**src/hdl/iopm_regs.svh**
```systemverilog
// register offsets, field masks and reset values of the pin function multiplexer
`ifndef IOPM_REGS_SVH
`define IOPM_REGS_SVH

// printed register indices; byte address is four times the index
`define IOPM_IDX_SEL_P0 16'h52A0
`define IOPM_IDX_SEL_P1 16'h52A1
`define IOPM_IDX_SEL_P2 16'h52A2
`define IOPM_IDX_SEL_P3 16'h52A3

// byte addresses on the bus
`define IOPM_ADDR_SEL_P0 20'h14A80
`define IOPM_ADDR_SEL_P1 20'h14A84
`define IOPM_ADDR_SEL_P2 20'h14A88
`define IOPM_ADDR_SEL_P3 20'h14A8C
`define IOPM_ADDR_GPIO_DIR 20'h14A90
`define IOPM_ADDR_GPIO_OUT 20'h14A94
`define IOPM_ADDR_GPIO_IN 20'h14A98
`define IOPM_ADDR_IRQ_STATUS 20'h14A9C
`define IOPM_ADDR_IRQ_MASK 20'h14AA0

// implemented select bits per register
`define IOPM_MASK_SEL_P0 8'h30
`define IOPM_MASK_SEL_P1 8'hB8
`define IOPM_MASK_SEL_P2 8'hFF
`define IOPM_MASK_SEL_P3 8'h0F

// per-pin layout over all 28 pins, port zero in the low byte
`define IOPM_PIN_HAS_SEL 28'hFFFB830
`define IOPM_PIN_INV_SEL 28'hE000000
`define IOPM_PIN_SHARED_IN 28'h00040C0

// reset values
`define IOPM_RST_SEL 8'h00
`define IOPM_RST_PINS 28'h0000000
`define IOPM_RST_IRQ 16'h0000

`endif

```
**src/hdl/iopm_pkg.sv**
```systemverilog
// types shared by the pin function multiplexer files
package iopm_pkg;

	localparam int unsigned IOPM_PINS = 28;

	// pad drive bundle, one bit per pin
	typedef struct packed {
		logic [IOPM_PINS-1:0] out;
		logic [IOPM_PINS-1:0] oe_n;
	} iopm_pad_t;

	// peripheral side of the pins
	typedef struct packed {
		logic [IOPM_PINS-1:0] out;
		logic [IOPM_PINS-1:0] drive;
	} iopm_periph_t;

endpackage

```
**src/hdl/iopm_pin_cell.sv**
```systemverilog
// one pin of the multiplexer: routes a pad to gpio or to its peripheral
`timescale 1ns/1ps
module iopm_pin_cell #(
	parameter bit HAS_SEL = 1'b0,
	parameter bit INV_SEL = 1'b0,
	parameter bit SHARED_IN = 1'b0
) (
	// clock and reset
	input wire logic clk_sys,
	input wire logic sys_rst,
	// control
	input wire logic sel_bit,
	input wire logic gpio_dir,
	input wire logic gpio_out,
	// peripheral side
	input wire logic periph_out,
	input wire logic periph_drive,
	output logic periph_in,
	// pad side
	input wire logic pad_in,
	output logic pad_out,
	output logic pad_oe_n,
	output logic gpio_in
);

	logic sel_act;
	logic feed_periph;

	// inverted pins are peripheral-owned while the bit is zero
	assign sel_act = HAS_SEL && (sel_bit ^ INV_SEL);
	// shared inputs see the pad whenever gpio leaves it an input
	assign feed_periph = sel_act || (SHARED_IN && !gpio_dir);

	// pad drive, peripheral owns direction when selected
	always_ff @(posedge clk_sys) begin
		if (sys_rst) begin
			pad_out <= 1'b0;
			pad_oe_n <= 1'b1;
		end else if (sel_act) begin
			pad_out <= periph_out;
			pad_oe_n <= !periph_drive;
		end else begin
			pad_out <= gpio_out;
			pad_oe_n <= !gpio_dir;
		end
	end

	// input capture; gpio always sees the pad
	always_ff @(posedge clk_sys) begin
		if (sys_rst) begin
			gpio_in <= 1'b0;
			periph_in <= 1'b0;
		end else begin
			gpio_in <= pad_in;
			periph_in <= feed_periph ? pad_in : 1'b0;
		end
	end

	periph_dir_a: assert property (@(posedge clk_sys) disable iff (sys_rst)
		sel_act |=> pad_oe_n == !$past(periph_drive))
		else $error("peripheral did not own pin direction");
	gpio_dir_a: assert property (@(posedge clk_sys) disable iff (sys_rst)
		!sel_act |=> (pad_oe_n == !$past(gpio_dir)) && (pad_out == $past(gpio_out)))
		else $error("gpio drive not applied to pad");
	shared_in_a: assert property (@(posedge clk_sys) disable iff (sys_rst)
		(SHARED_IN && !gpio_dir) |=> periph_in == $past(pad_in) && gpio_in == $past(pad_in))
		else $error("shared timer input not fed");

endmodule

```
**src/hdl/iopm_pin_mux.sv**
```systemverilog
// pin function multiplexer for 28 pins with apb register access
//
// Functional notes
// - 28 pins in ports of 8,8,8,4; software sets the direction of each pin left to gpio.
// - each shared pin has a select bit; pins without one stay gpio.
// - reset clears every select bit so pins take first function.
// - port zero bits 4,5 route pins to remote control in/out.
// - port one bits 3,4,5,7 route clock out, i2c data, clock, spi select.
// - port two bits 0..7 route spi, uart and timer signals.
// - port three bit 0 clock out; bits 1..3 inverted debug pins.
// - port zero pins 6,7 and port one pin 6 feed timer clocks as inputs.
// - port zero and one pins raise input interrupts; others never.
// - low four port zero pins also serve as key-entry reset inputs.
// - a selected peripheral controls pin direction, ignoring gpio direction.
//
// The implementer's own choice: the APB interface to the registers.
`timescale 1ns/1ps
`include "iopm_regs.svh"
module iopm_pin_mux #(
	parameter int unsigned ADDR_W = 20
) (
	// clock and reset
	input wire logic clk_sys,
	input wire logic sys_rst,
	// apb slave
	input wire logic psel,
	input wire logic penable,
	input wire logic pwrite,
	input wire logic [ADDR_W-1:0] paddr,
	input wire logic [31:0] pwdata,
	input wire logic [3:0] pstrb,
	output logic [31:0] prdata,
	output logic pready,
	output logic pslverr,
	// pads
	input wire logic [27:0] pad_in,
	output iopm_pkg::iopm_pad_t pads,
	// peripherals
	input wire iopm_pkg::iopm_periph_t periph,
	output logic [27:0] periph_in,
	output logic [3:0] key_reset_in,
	// interrupt
	output logic irq
);

	logic [7:0] sel_p0_reg;
	logic [7:0] sel_p1_reg;
	logic [7:0] sel_p2_reg;
	logic [7:0] sel_p3_reg;
	logic [27:0] gpio_dir_reg;
	logic [27:0] gpio_out_reg;
	logic [15:0] irq_status_reg;
	logic [15:0] irq_status_next;
	logic [15:0] irq_mask_reg;
	logic [15:0] gpio_prev_reg;
	logic [15:0] pin_event;
	logic [27:0] sel_all;
	logic [27:0] gpio_in_w;
	logic [27:0] pad_out_w;
	logic [27:0] pad_oe_n_w;
	logic [31:0] wmask;
	logic [31:0] rdata_next;
	logic addr_hit;
	logic setup_ph;
	logic wr_done;
	logic in_valid_reg;
	logic evt_armed_reg;

	// per-pin layout as indexable constants, one bit handed to each cell
	localparam logic [27:0] PIN_HAS_SEL = `IOPM_PIN_HAS_SEL;
	localparam logic [27:0] PIN_INV_SEL = `IOPM_PIN_INV_SEL;
	localparam logic [27:0] PIN_SHARED_IN = `IOPM_PIN_SHARED_IN;

	// apb phases; a write lands only at the completing access edge
	assign setup_ph = psel && !penable;
	assign wr_done = psel && penable && pready && pwrite && addr_hit;
	assign wmask = {{8{pstrb[3]}}, {8{pstrb[2]}}, {8{pstrb[1]}}, {8{pstrb[0]}}};

	// read decode, narrow registers zero-extended
	always_comb begin
		addr_hit = 1'b1;
		rdata_next = 32'h00000000;
		case (paddr)
			`IOPM_ADDR_SEL_P0: rdata_next = {24'h000000, sel_p0_reg};
			`IOPM_ADDR_SEL_P1: rdata_next = {24'h000000, sel_p1_reg};
			`IOPM_ADDR_SEL_P2: rdata_next = {24'h000000, sel_p2_reg};
			`IOPM_ADDR_SEL_P3: rdata_next = {24'h000000, sel_p3_reg};
			`IOPM_ADDR_GPIO_DIR: rdata_next = {4'h0, gpio_dir_reg};
			`IOPM_ADDR_GPIO_OUT: rdata_next = {4'h0, gpio_out_reg};
			`IOPM_ADDR_GPIO_IN: rdata_next = {4'h0, gpio_in_w};
			`IOPM_ADDR_IRQ_STATUS: rdata_next = {16'h0000, irq_status_reg};
			`IOPM_ADDR_IRQ_MASK: rdata_next = {16'h0000, irq_mask_reg};
			default: addr_hit = 1'b0;
		endcase
	end

	// one wait-free access phase: ready rises on the first access cycle
	always_ff @(posedge clk_sys) begin
		if (sys_rst) begin
			pready <= 1'b0;
			pslverr <= 1'b0;
			prdata <= 32'h00000000;
		end else begin
			pready <= setup_ph;
			pslverr <= setup_ph && !addr_hit;
			if (setup_ph) begin
				prdata <= pwrite ? 32'h00000000 : rdata_next;
			end
		end
	end

	// select registers; masks keep unimplemented bits at zero
	always_ff @(posedge clk_sys) begin
		if (sys_rst) begin
			sel_p0_reg <= `IOPM_RST_SEL;
			sel_p1_reg <= `IOPM_RST_SEL;
			sel_p2_reg <= `IOPM_RST_SEL;
			sel_p3_reg <= `IOPM_RST_SEL;
		end else if (wr_done && pstrb[0]) begin
			case (paddr)
				`IOPM_ADDR_SEL_P0: sel_p0_reg <= pwdata[7:0] & `IOPM_MASK_SEL_P0;
				`IOPM_ADDR_SEL_P1: sel_p1_reg <= pwdata[7:0] & `IOPM_MASK_SEL_P1;
				`IOPM_ADDR_SEL_P2: sel_p2_reg <= pwdata[7:0] & `IOPM_MASK_SEL_P2;
				`IOPM_ADDR_SEL_P3: sel_p3_reg <= pwdata[7:0] & `IOPM_MASK_SEL_P3;
				default: sel_p0_reg <= sel_p0_reg;
			endcase
		end
	end

	// gpio direction and output data, byte lanes honoured
	always_ff @(posedge clk_sys) begin
		if (sys_rst) begin
			gpio_dir_reg <= `IOPM_RST_PINS;
			gpio_out_reg <= `IOPM_RST_PINS;
		end else if (wr_done) begin
			if (paddr == `IOPM_ADDR_GPIO_DIR) begin
				gpio_dir_reg <= (gpio_dir_reg & ~wmask[27:0]) | (pwdata[27:0] & wmask[27:0]);
			end
			if (paddr == `IOPM_ADDR_GPIO_OUT) begin
				gpio_out_reg <= (gpio_out_reg & ~wmask[27:0]) | (pwdata[27:0] & wmask[27:0]);
			end
		end
	end

	// per-pin cells; select layout comes from the header masks
	assign sel_all = {sel_p3_reg[3:0], sel_p2_reg, sel_p1_reg, sel_p0_reg};
	for (genvar i = 0; i < 28; i++) begin : g_pin
		iopm_pin_cell #(
			.HAS_SEL(PIN_HAS_SEL[i]),
			.INV_SEL(PIN_INV_SEL[i]),
			.SHARED_IN(PIN_SHARED_IN[i])
		) u_cell (
			.clk_sys(clk_sys),
			.sys_rst(sys_rst),
			.sel_bit(sel_all[i]),
			.gpio_dir(gpio_dir_reg[i]),
			.gpio_out(gpio_out_reg[i]),
			.periph_out(periph.out[i]),
			.periph_drive(periph.drive[i]),
			.periph_in(periph_in[i]),
			.pad_in(pad_in[i]),
			.pad_out(pad_out_w[i]),
			.pad_oe_n(pad_oe_n_w[i]),
			.gpio_in(gpio_in_w[i])
		);
	end
	assign pads = {pad_out_w, pad_oe_n_w};

	// key-entry reset sees the low port zero pins regardless of function
	assign key_reset_in = gpio_in_w[3:0];

	// arm edge detection only once the previous sample holds a pad level;
	// the cost is that a pin change in the first cycle after reset is missed
	always_ff @(posedge clk_sys) begin
		if (sys_rst) begin
			in_valid_reg <= 1'b0;
			evt_armed_reg <= 1'b0;
		end else begin
			in_valid_reg <= 1'b1;
			evt_armed_reg <= in_valid_reg;
		end
	end

	// any edge on port zero or one is an event; ports two, three never
	assign pin_event = evt_armed_reg ? (gpio_in_w[15:0] ^ gpio_prev_reg) : 16'h0000;
	always_ff @(posedge clk_sys) begin
		if (sys_rst) begin
			gpio_prev_reg <= `IOPM_RST_IRQ;
		end else begin
			gpio_prev_reg <= gpio_in_w[15:0];
		end
	end

	// sticky status, write one to clear; a new event beats the clear
	always_comb begin
		irq_status_next = irq_status_reg;
		if (wr_done && paddr == `IOPM_ADDR_IRQ_STATUS) begin
			irq_status_next = irq_status_reg & ~(pwdata[15:0] & wmask[15:0]);
		end
		irq_status_next = irq_status_next | pin_event;
	end

	// status, mask and the registered interrupt line
	always_ff @(posedge clk_sys) begin
		if (sys_rst) begin
			irq_status_reg <= `IOPM_RST_IRQ;
			irq_mask_reg <= `IOPM_RST_IRQ;
			irq <= 1'b0;
		end else begin
			irq_status_reg <= irq_status_next;
			if (wr_done && paddr == `IOPM_ADDR_IRQ_MASK) begin
				irq_mask_reg <= (irq_mask_reg & ~wmask[15:0]) | (pwdata[15:0] & wmask[15:0]);
			end
			irq <= |(irq_status_reg & irq_mask_reg);
		end
	end

	// reset, register contents and routing
	reset_sel_a: assert property (@(posedge clk_sys)
		sys_rst |=> {sel_p0_reg, sel_p1_reg, sel_p2_reg, sel_p3_reg} == 32'h00000000)
		else $error("select bits not cleared by reset");
	unimpl_zero_a: assert property (@(posedge clk_sys) disable iff (sys_rst)
		((sel_p0_reg & ~`IOPM_MASK_SEL_P0) == 8'h00) && ((sel_p1_reg & ~`IOPM_MASK_SEL_P1) == 8'h00)
		&& ((sel_p3_reg & ~`IOPM_MASK_SEL_P3) == 8'h00))
		else $error("unimplemented select bit set");
	sel_write_a: assert property (@(posedge clk_sys) disable iff (sys_rst)
		wr_done && pstrb[0] && paddr == `IOPM_ADDR_SEL_P1
		|=> sel_p1_reg == ($past(pwdata[7:0]) & `IOPM_MASK_SEL_P1))
		else $error("select write did not land");
	remote_route_a: assert property (@(posedge clk_sys) disable iff (sys_rst)
		sel_p0_reg[5] && periph.drive[5] |=> !pads.oe_n[5] && pads.out[5] == $past(periph.out[5]))
		else $error("remote control output not routed");
	debug_inv_a: assert property (@(posedge clk_sys) disable iff (sys_rst)
		!sel_p3_reg[1] |=> pads.oe_n[25] == !$past(periph.drive[25]))
		else $error("debug pin not owned by debug logic");
	uart_route_a: assert property (@(posedge clk_sys) disable iff (sys_rst)
		sel_p2_reg[4] |=> pads.out[20] == $past(periph.out[20]))
		else $error("uart transmit not routed");
	event_sticky_a: assert property (@(posedge clk_sys) disable iff (sys_rst)
		pin_event != 16'h0000 |=> (irq_status_reg & $past(pin_event)) == $past(pin_event))
		else $error("pin edge lost in status");
	irq_level_a: assert property (@(posedge clk_sys) disable iff (sys_rst)
		(irq_status_reg & irq_mask_reg) != 16'h0000 |=> irq)
		else $error("unmasked status did not raise interrupt");
	key_reset_a: assert property (@(posedge clk_sys) disable iff (sys_rst)
		##1 key_reset_in == $past(pad_in[3:0]))
		else $error("key reset input not following pad");
	apb_ready_a: assert property (@(posedge clk_sys) disable iff (sys_rst)
		psel && !penable |=> pready)
		else $error("apb answer late");

	// apb answer: refusal, write data and select readback
	unmapped_error_a: assert property (@(posedge clk_sys) disable iff (sys_rst)
		setup_ph && !addr_hit |=> pslverr && pready)
		else $error("unmapped access not refused");
	write_data_zero_a: assert property (@(posedge clk_sys) disable iff (sys_rst)
		setup_ph && pwrite |=> prdata == 32'h00000000)
		else $error("read data not zero on write");
	sel_read_a: assert property (@(posedge clk_sys) disable iff (sys_rst)
		setup_ph && !pwrite && paddr == `IOPM_ADDR_SEL_P1
		|=> prdata == {24'h000000, $past(sel_p1_reg)})
		else $error("select register read back wrong");

	// select writes land masked; without the low strobe nothing moves
	sel_p0_write_a: assert property (@(posedge clk_sys) disable iff (sys_rst)
		wr_done && pstrb[0] && paddr == `IOPM_ADDR_SEL_P0
		|=> sel_p0_reg == ($past(pwdata[7:0]) & `IOPM_MASK_SEL_P0))
		else $error("port zero select write did not land");
	sel_p2_write_a: assert property (@(posedge clk_sys) disable iff (sys_rst)
		wr_done && pstrb[0] && paddr == `IOPM_ADDR_SEL_P2
		|=> sel_p2_reg == ($past(pwdata[7:0]) & `IOPM_MASK_SEL_P2))
		else $error("port two select write did not land");
	sel_p3_write_a: assert property (@(posedge clk_sys) disable iff (sys_rst)
		wr_done && pstrb[0] && paddr == `IOPM_ADDR_SEL_P3
		|=> sel_p3_reg == ($past(pwdata[7:0]) & `IOPM_MASK_SEL_P3))
		else $error("port three select write did not land");
	strobe_ignore_a: assert property (@(posedge clk_sys) disable iff (sys_rst)
		wr_done && !pstrb[0] |=> $stable(sel_all))
		else $error("select bits changed without low byte strobe");

	// single pins of each kind
	spi_select_a: assert property (@(posedge clk_sys) disable iff (sys_rst)
		sel_p1_reg[7] |=> pads.out[15] == $past(periph.out[15]))
		else $error("spi select not routed");
	osc_out_a: assert property (@(posedge clk_sys) disable iff (sys_rst)
		sel_p3_reg[0] |=> pads.out[24] == $past(periph.out[24]))
		else $error("second clock output not routed");
	debug_release_a: assert property (@(posedge clk_sys) disable iff (sys_rst)
		sel_p3_reg[1] |=> pads.oe_n[25] == !$past(gpio_dir_reg[25]))
		else $error("debug pin not released to gpio");
	fixed_gpio_a: assert property (@(posedge clk_sys) disable iff (sys_rst)
		##1 pads.oe_n[0] == !$past(gpio_dir_reg[0]) && pads.out[0] == $past(gpio_out_reg[0]))
		else $error("pin without select bit left gpio");
	dir_ignored_a: assert property (@(posedge clk_sys) disable iff (sys_rst)
		sel_p2_reg[1] && !periph.drive[17] |=> pads.oe_n[17])
		else $error("gpio direction drove a routed pin");
	timer_feed_a: assert property (@(posedge clk_sys) disable iff (sys_rst)
		!gpio_dir_reg[14] |=> periph_in[14] == $past(pad_in[14]))
		else $error("timer clock input not fed");

	// interrupt status and line
	irq_low_a: assert property (@(posedge clk_sys) disable iff (sys_rst)
		(irq_status_reg & irq_mask_reg) == 16'h0000 |=> !irq)
		else $error("interrupt raised without unmasked status");
	status_clear_a: assert property (@(posedge clk_sys) disable iff (sys_rst)
		wr_done && paddr == `IOPM_ADDR_IRQ_STATUS
		|=> (irq_status_reg & $past(pwdata[15:0] & wmask[15:0] & ~pin_event)) == 16'h0000)
		else $error("status bit not cleared by write one");
	quiet_start_a: assert property (@(posedge clk_sys)
		sys_rst ##1 !sys_rst |=> ##1 irq_status_reg == 16'h0000)
		else $error("false pin edge after reset");

endmodule

```
**config.mk**
```make
export PLATFORM = sky130hd
export DESIGN_NAME = iopm_pin_mux
export DESIGN_NICKNAME = d
export VERILOG_FILES = /design/src/hdl/iopm_pkg.sv /design/src/hdl/iopm_pin_cell.sv /design/src/hdl/iopm_pin_mux.sv
export VERILOG_INCLUDE_DIRS = /design/src /design/src/hdl
export SDC_FILE = /design/constraint.sdc
export NUM_CORES = 1
export LEC_CHECK = 0
export ABC_AREA = 1
export BUFFER_PORTS_ARGS = -buffer_cell sky130_fd_sc_hd__buf_2
export CORE_ASPECT_RATIO = 0.8
export CORE_MARGIN = 5
export CORE_UTILIZATION = 41
export DETAILED_ROUTE_END_ITERATION = 8
export PLACE_DENSITY = 0.64
export SETUP_SLACK_MARGIN = 0.05
export SLEW_MARGIN = 25
export SYNTH_ARGS = -nofsm -noshare
export SYNTH_HDL_FRONTEND = slang
export SYNTH_SLANG_ARGS = --single-unit
```
**constraint.sdc**
```tcl
create_clock -name clk_sys -period 2.3 [get_ports clk_sys]
set_input_delay 0.23 -clock clk_sys [delete_from_list [all_inputs] [get_ports clk_sys]]
set_output_delay 0.23 -clock clk_sys [all_outputs]
set_load 0.01 [all_outputs]
```
Word level (Yosys, flattened, before mapping)
Cells that the tools add are included.
Widths: inputs -> output; s select.
- register bits: 264
- latch bits: 0
- RAM bits: 0
- bits in read-only memories: 0
- input port bits: 145
- output and inout port bits: 123
- memories kept: 0
- $add $sub $neg: 0
- $mul: 0
- divide/modulo/power cells: 0
- magnitude comparators: 0
- eq/ne operators: 9
- shifts and indexed selects: 0
- muxes and demuxes: 42
- bitwise gates (word level): 30
- reductions and logical operators: 86
- operators with widths (kind ; count):
    $pmux 28 s9 ; 1
    $eq 20x17->1 const B ; 9
    $and 28x28->28 ; 3
    $and 16x16->16 ; 4
    $or 28x28->28 ; 2
    $logic_not 1->1 ; 48
    $reduce_or 2->1 ; 21
    $mux 1 ; 38
    $mux 16 ; 2
    $mux 32 ; 1
    $not 16->16 ; 2
    $or 16x16->16 ; 2
    $not 28->28 ; 1
    $reduce_or 16->1 ; 1
    $xor 16x16->16 ; 1
    $not 1->1 ; 15
    $reduce_and 2->1 ; 6
    $logic_and 1x1->1 ; 9
    $reduce_or 9->1 ; 1

Longest topological paths before layout
- depth after elaboration: 7
- depth in mapped cells: 15

Cells and area by module
Synthesis repeated with hierarchy kept, for this count alone.
- cell total of the unflattened synthesis: 1623
- area total of the unflattened synthesis: 11442.2 um2
- by module, submodules not included (module ; times used ; cells an instance ; area each (um2) ; sequential area each (um2)):
    iopm_pin_mux ; 1 ; 1171 ; 7876.3 ; 3103.0
    iopm_pin_cell at g_pin[11].u_cell ... ; 15 ; 19 ; 143.9 ; 80.1
    iopm_pin_cell at g_pin[0].u_cell ... ; 7 ; 11 ; 93.8 ; 60.1
    iopm_pin_cell at g_pin[25].u_cell ... ; 3 ; 19 ; 138.9 ; 80.1
    iopm_pin_cell at g_pin[14].u_cell ... ; 3 ; 11 ; 111.4 ; 80.1

Worst setup path before layout
Ideal clock, no wire load.
- kind: register -> register
- start point: register pready
- end point: register irq_status_reg[10]
- library setup time: 0.140 ns
- arrival time: 1.538 ns
- setup slack: 0.622 ns
- cell stages (with the launch flop): 8
- path buffers: 2
- clock period less this slack: 1.678 ns
- cells stage by stage: dfxtp_1 -> nand4_1 -> inv_2 -> buf_2 -> buf_2 -> nand4_1 -> nand2_1 -> a21oi_2
- word-level cells in the longest chain between the ends: 6
- RTL lines (item ; line ; text):
    start, declared ; iopm_pin_mux.sv:33 ; output logic pready,
    start signal, assigned ; iopm_pin_mux.sv:104 ; pready <= setup_ph;
    $logic_and 1x1->1 (3 in series) ; iopm_pin_mux.sv:76 ; assign wr_done = psel && penable && pready && pwrite && addr_hit;
    $logic_and 1x1->1 (no source line) ; - ;
    $mux 16 ; iopm_pin_mux.sv:197 ; if (wr_done && paddr == `IOPM_ADDR_IRQ_STATUS) begin
    $or 16x16->16 ; iopm_pin_mux.sv:200 ; irq_status_next = irq_status_next | pin_event;
    end signal, assigned ; iopm_pin_mux.sv:206 ; irq_status_reg <= `IOPM_RST_IRQ;
    end signal, assigned ; iopm_pin_mux.sv:210 ; irq_status_reg <= irq_status_next;
    end, declared ; iopm_pin_mux.sv:52 ; logic [15:0] irq_status_reg;
Every way passes these cells.
A chain may end at the register's enable or synchronous reset.

Worst setup path after layout
- start point: register pready
- end point: register sel_p3_reg[0]
- word-level cells in the longest chain between the ends: 5
- RTL lines (item ; line ; text):
    $logic_and 1x1->1 (3 in series) ; iopm_pin_mux.sv:76 ;
    $logic_and 1x1->1 ; iopm_pin_mux.sv:119 ; end else if (wr_done && pstrb[0]) begin
    $reduce_and 2->1 (no source line) ; - ;
    end signal, assigned ; iopm_pin_mux.sv:118 ; sel_p3_reg <= `IOPM_RST_SEL;
    end signal, assigned ; iopm_pin_mux.sv:124 ; `IOPM_ADDR_SEL_P3: sel_p3_reg <= pwdata[7:0] & `IOPM_MASK_SEL_P3;
    end, declared ; iopm_pin_mux.sv:49 ; logic [7:0] sel_p3_reg;
Every way passes these cells.

==> flow_summary.yaml <==
finish:
  syn_to_final_growth_pct: 24.95
  layout_common_cells: "nand2_1 (282), dfxtp_1 (260), buf_2 (231), inv_1 (202), nor2_1 (195)"
  drive_above_1_share_pct: 20.83
  final_common_cell: "nand2_1"
  final_cell_count_no_fill: 2073
  final_net_count: 1839
global_route:
  use_met3_pct: 4.152
  grt.total_usage_pct: 21.14
  maximum_number_of_pins_on_one_net_before_global_route_repair: 174
  gr-max-usage-layer: "met2"
  grt_first_pass_wirelength_um: 52140
  grt_remaining_overflow: 0
  globalRouteMet2Util_pct: 36.07
  grt_antenna_before_repair: 2
  grt_util_met1_pct: 28.69
  vias_in_the_first_global_route: 9444
clock_tree:
  cts_htree_levels: 1
  cts_made_buffers: 27
  ctsResizeCount: 0
  clock_tree.buffer_depth: 3
  worst_setup_hold_path_clk_slew_ns: 0.06
  clkSinkCount: 260
  hold_buffers: 83
  clock-root-buffer: "clkbuf_16"
  cts_tree: "done"
  post-cts-setup-buffers: 0
  clk-insertion-delay-late_ns: 0.54
worst_setup_path:
  setup.worst_path.start: "pready"
  crit_cells: 6
  critPathLaunchType: "flip-flop"
  r2r_startpoint: "pready"
  cp_num_buf_inv: 2
  endpoint_kind: "flip-flop"
  worst_ep_required_time_ns: 2.76
  cp.arrival_ns: 2.41
  worst_setup_path_endpoint: "sel_p3_reg[0]"
  worstReg2RegEnd: "sel_p3_reg[0]"
  reg2reg_depth: 6
  critPathTopFamily: "simple AND/OR/NAND/NOR gates"
  reg2reg_slack_ns: 0.36
  crit_path_class: "reg2reg"
  path_max_fanout: 24
  critical_path.max_stage_delay_ns: 0.37
  path_cells: "nand4_1 > inv_2 > buf_12 > nand3_1 > or2_2 > a21oi_1"
  critical-path-slowest-cell: "or2_2"
die:
  floorplan.initialDensity_pct: 41.85
  die_w_um: 193.7
  floorplan.core_area_um2: 26460
  top_level_ports: 268
  die_y_extent_um: 157.0
  floorplan.rows: 53
  floorplan.die_area_um2: 30410
sta:
  setup_violations: 0
  report.final.slew_viol_count: 0
  max_clk_rate_ghz: 0.5145
  period_share_pct: 84.50
  unrepaired_setup_endpoints_after_global_routing: "no"
  slew_headroom_pct: 44.69
  finalHoldViolCount: 0
  worstMarginPinSlew_ns: 0.8296
  layout_min_cycle_time_ns: 1.944
  timing.clock.skew_ns: 0.01708
  sum_neg_setup_slack_ns: 0
pwr:
  p_per_area_nw_per_um2: 714.5
  irDropWorstVdd_mv: 0.4514
  p_leak_nw: 6.398
routing:
  detailed_route_wire_length_per_cell_um: 16.04
  drt-initial-drc-count: 684
  remaining_drc_errors: 0
  detailroute.via_count: 9855
  drt.antenna.violating_nets: 0
  first_pass_drt_iterations: 6
  route.detailed.vias_per_inst: 4.754
  totalWireLength_um: 33250
synthesis:
  synth_top_area_share_pct: 47.01
  yosys_warnings: 0
  synth.area.top_cells: "dfxtp_1 (47%), nand2_1 (9.6%), inv_1 (6.8%), nor2_1 (6.6%), buf_4 (6.3%)"
  yosysUniqueCellTypes: 46
  yosys_register_bits: 260
  synthesis.area_um2: 11070
  synthArstFlopShare_pct: 0
  synth-edff-count: 0
  netlist.top_cell.by_area: "dfxtp_1"
  ys_dominant_reg_cell: "dfxtp_1"
  syn-instance-count: 1461
  synthesis.area_per_instance_um2: 7.579
  seq_area_frac_synth_pct: 47.01
placement:
  place_inst: 1939
  io_buffer_count: 232
  final_weighted_congestion_of_routability_driven_global_placement: 0.8542
  dp_hpwl_um: 23020
worst_hold_path:
  hold_class: "in2reg"
  min-delay-start: "pwdata[3]"
run_status:
  outcome: "finished clean"
run:
  max_cap_viol_count: 0
[worst min-delay path by stage]
stage | cells after the start | slack [ns] | to
global placement | 1 | 0.39 | g_pin[0].u_cell.pad_oe_n
global route | 3 | 0.02 | flip-flop
floorplan | 1 | 0.33 | g_pin[11].u_cell.pad_oe_n
detailed placement | 1 | 0.39 | g_pin[0].u_cell.pad_oe_n
finish | 3 | 0.01 | flip-flop
CTS | 3 | 0.005 | flip-flop
[Yosys cell counts (16+ instances only)]
| library cell | count |
|---|---|
| a211oi_1 | 20 |
| nand2_1 | 282 |
| nor2_1 | 195 |
| o21ai_0 | 75 |
| buf_4 | 93 |
| clkbuf_1 | 39 |
| a21oi_1 | 87 |
| nand3_1 | 23 |
| nand4_1 | 17 |
| o22ai_1 | 26 |
| inv_1 | 202 |
| dfxtp_1 | 260 |
| xor2_1 | 16 |
| nor3_1 | 24 |
[final cells by class]
cell class / instances / area (um^2)
Tap cell: 357 / 446.7
Sequential cell: 260 / 5205
Antenna cell: 2 / 5.005
Clock buffer: 41 / 828.3
Multi-Input combinational cell: 851 / 4135
Clock inverter: 8 / 140.1
Fill cell: 2549 / 12620
Timing Repair Buffer: 346 / 2293
Inverter: 208 / 782.0
[worst min-delay path, stage by stage]
cell and delay [ns]:
buf_2 0.14, nor2_1 0.06, nor2_1 0.09
[per-layer routing]
layer | vias to the layer above | wire [um] | share of wire (%)
li1 | 4955 | - | -
met1 | 4504 | 14990 | 45
met2 | 353 | 15440 | 46
met3 | 41 | 2396 | 7.2
met4 | 2 | 409 | 1.2
met5 | - | 13 | 0.039
[logic make-up after synthesis]
group,share of synthesized area [%]
and+or+nand+nor,23.20
buffers and inverters,15.99
DFF,47.01
AOI/OAI and AO/OA,12.51
xor gates and xnor gates,1.265
other,0.03387
[where the power goes]
part           internal [W]  switching, W
sequential          0.00457     0.0000421
clock               0.00291       0.00181
combinational      0.000250      0.000298
total               0.00773       0.00215
[metrics by stage]
| stage | hold slack [ns] | utilization [%] | cell area [um^2] | total power, W | setup slack, ns |
|---|---|---|---|---|---|
| final | 0.01335 | 52.29 | 13840 | 0.009885 | 0.3564 |
| after global routing | 0.01869 | 52.28 | 13830 | 0.01023 | 0.2337 |
| after CTS | 0.004641 | 52.27 | 13830 | 0.009974 | 0.3831 |
| after detailed placement | 0.3941 | 45.47 | 12030 | 0.005142 | 0.07395 |
| after global placement | 0.3874 | 45.47 | 12030 | 0.005136 | 0.1309 |
| after floorplan | 0.3304 | - | 11110 | 0.004953 | 0.6218 |
Note: power is estimated with default switching activity, not from simulation.
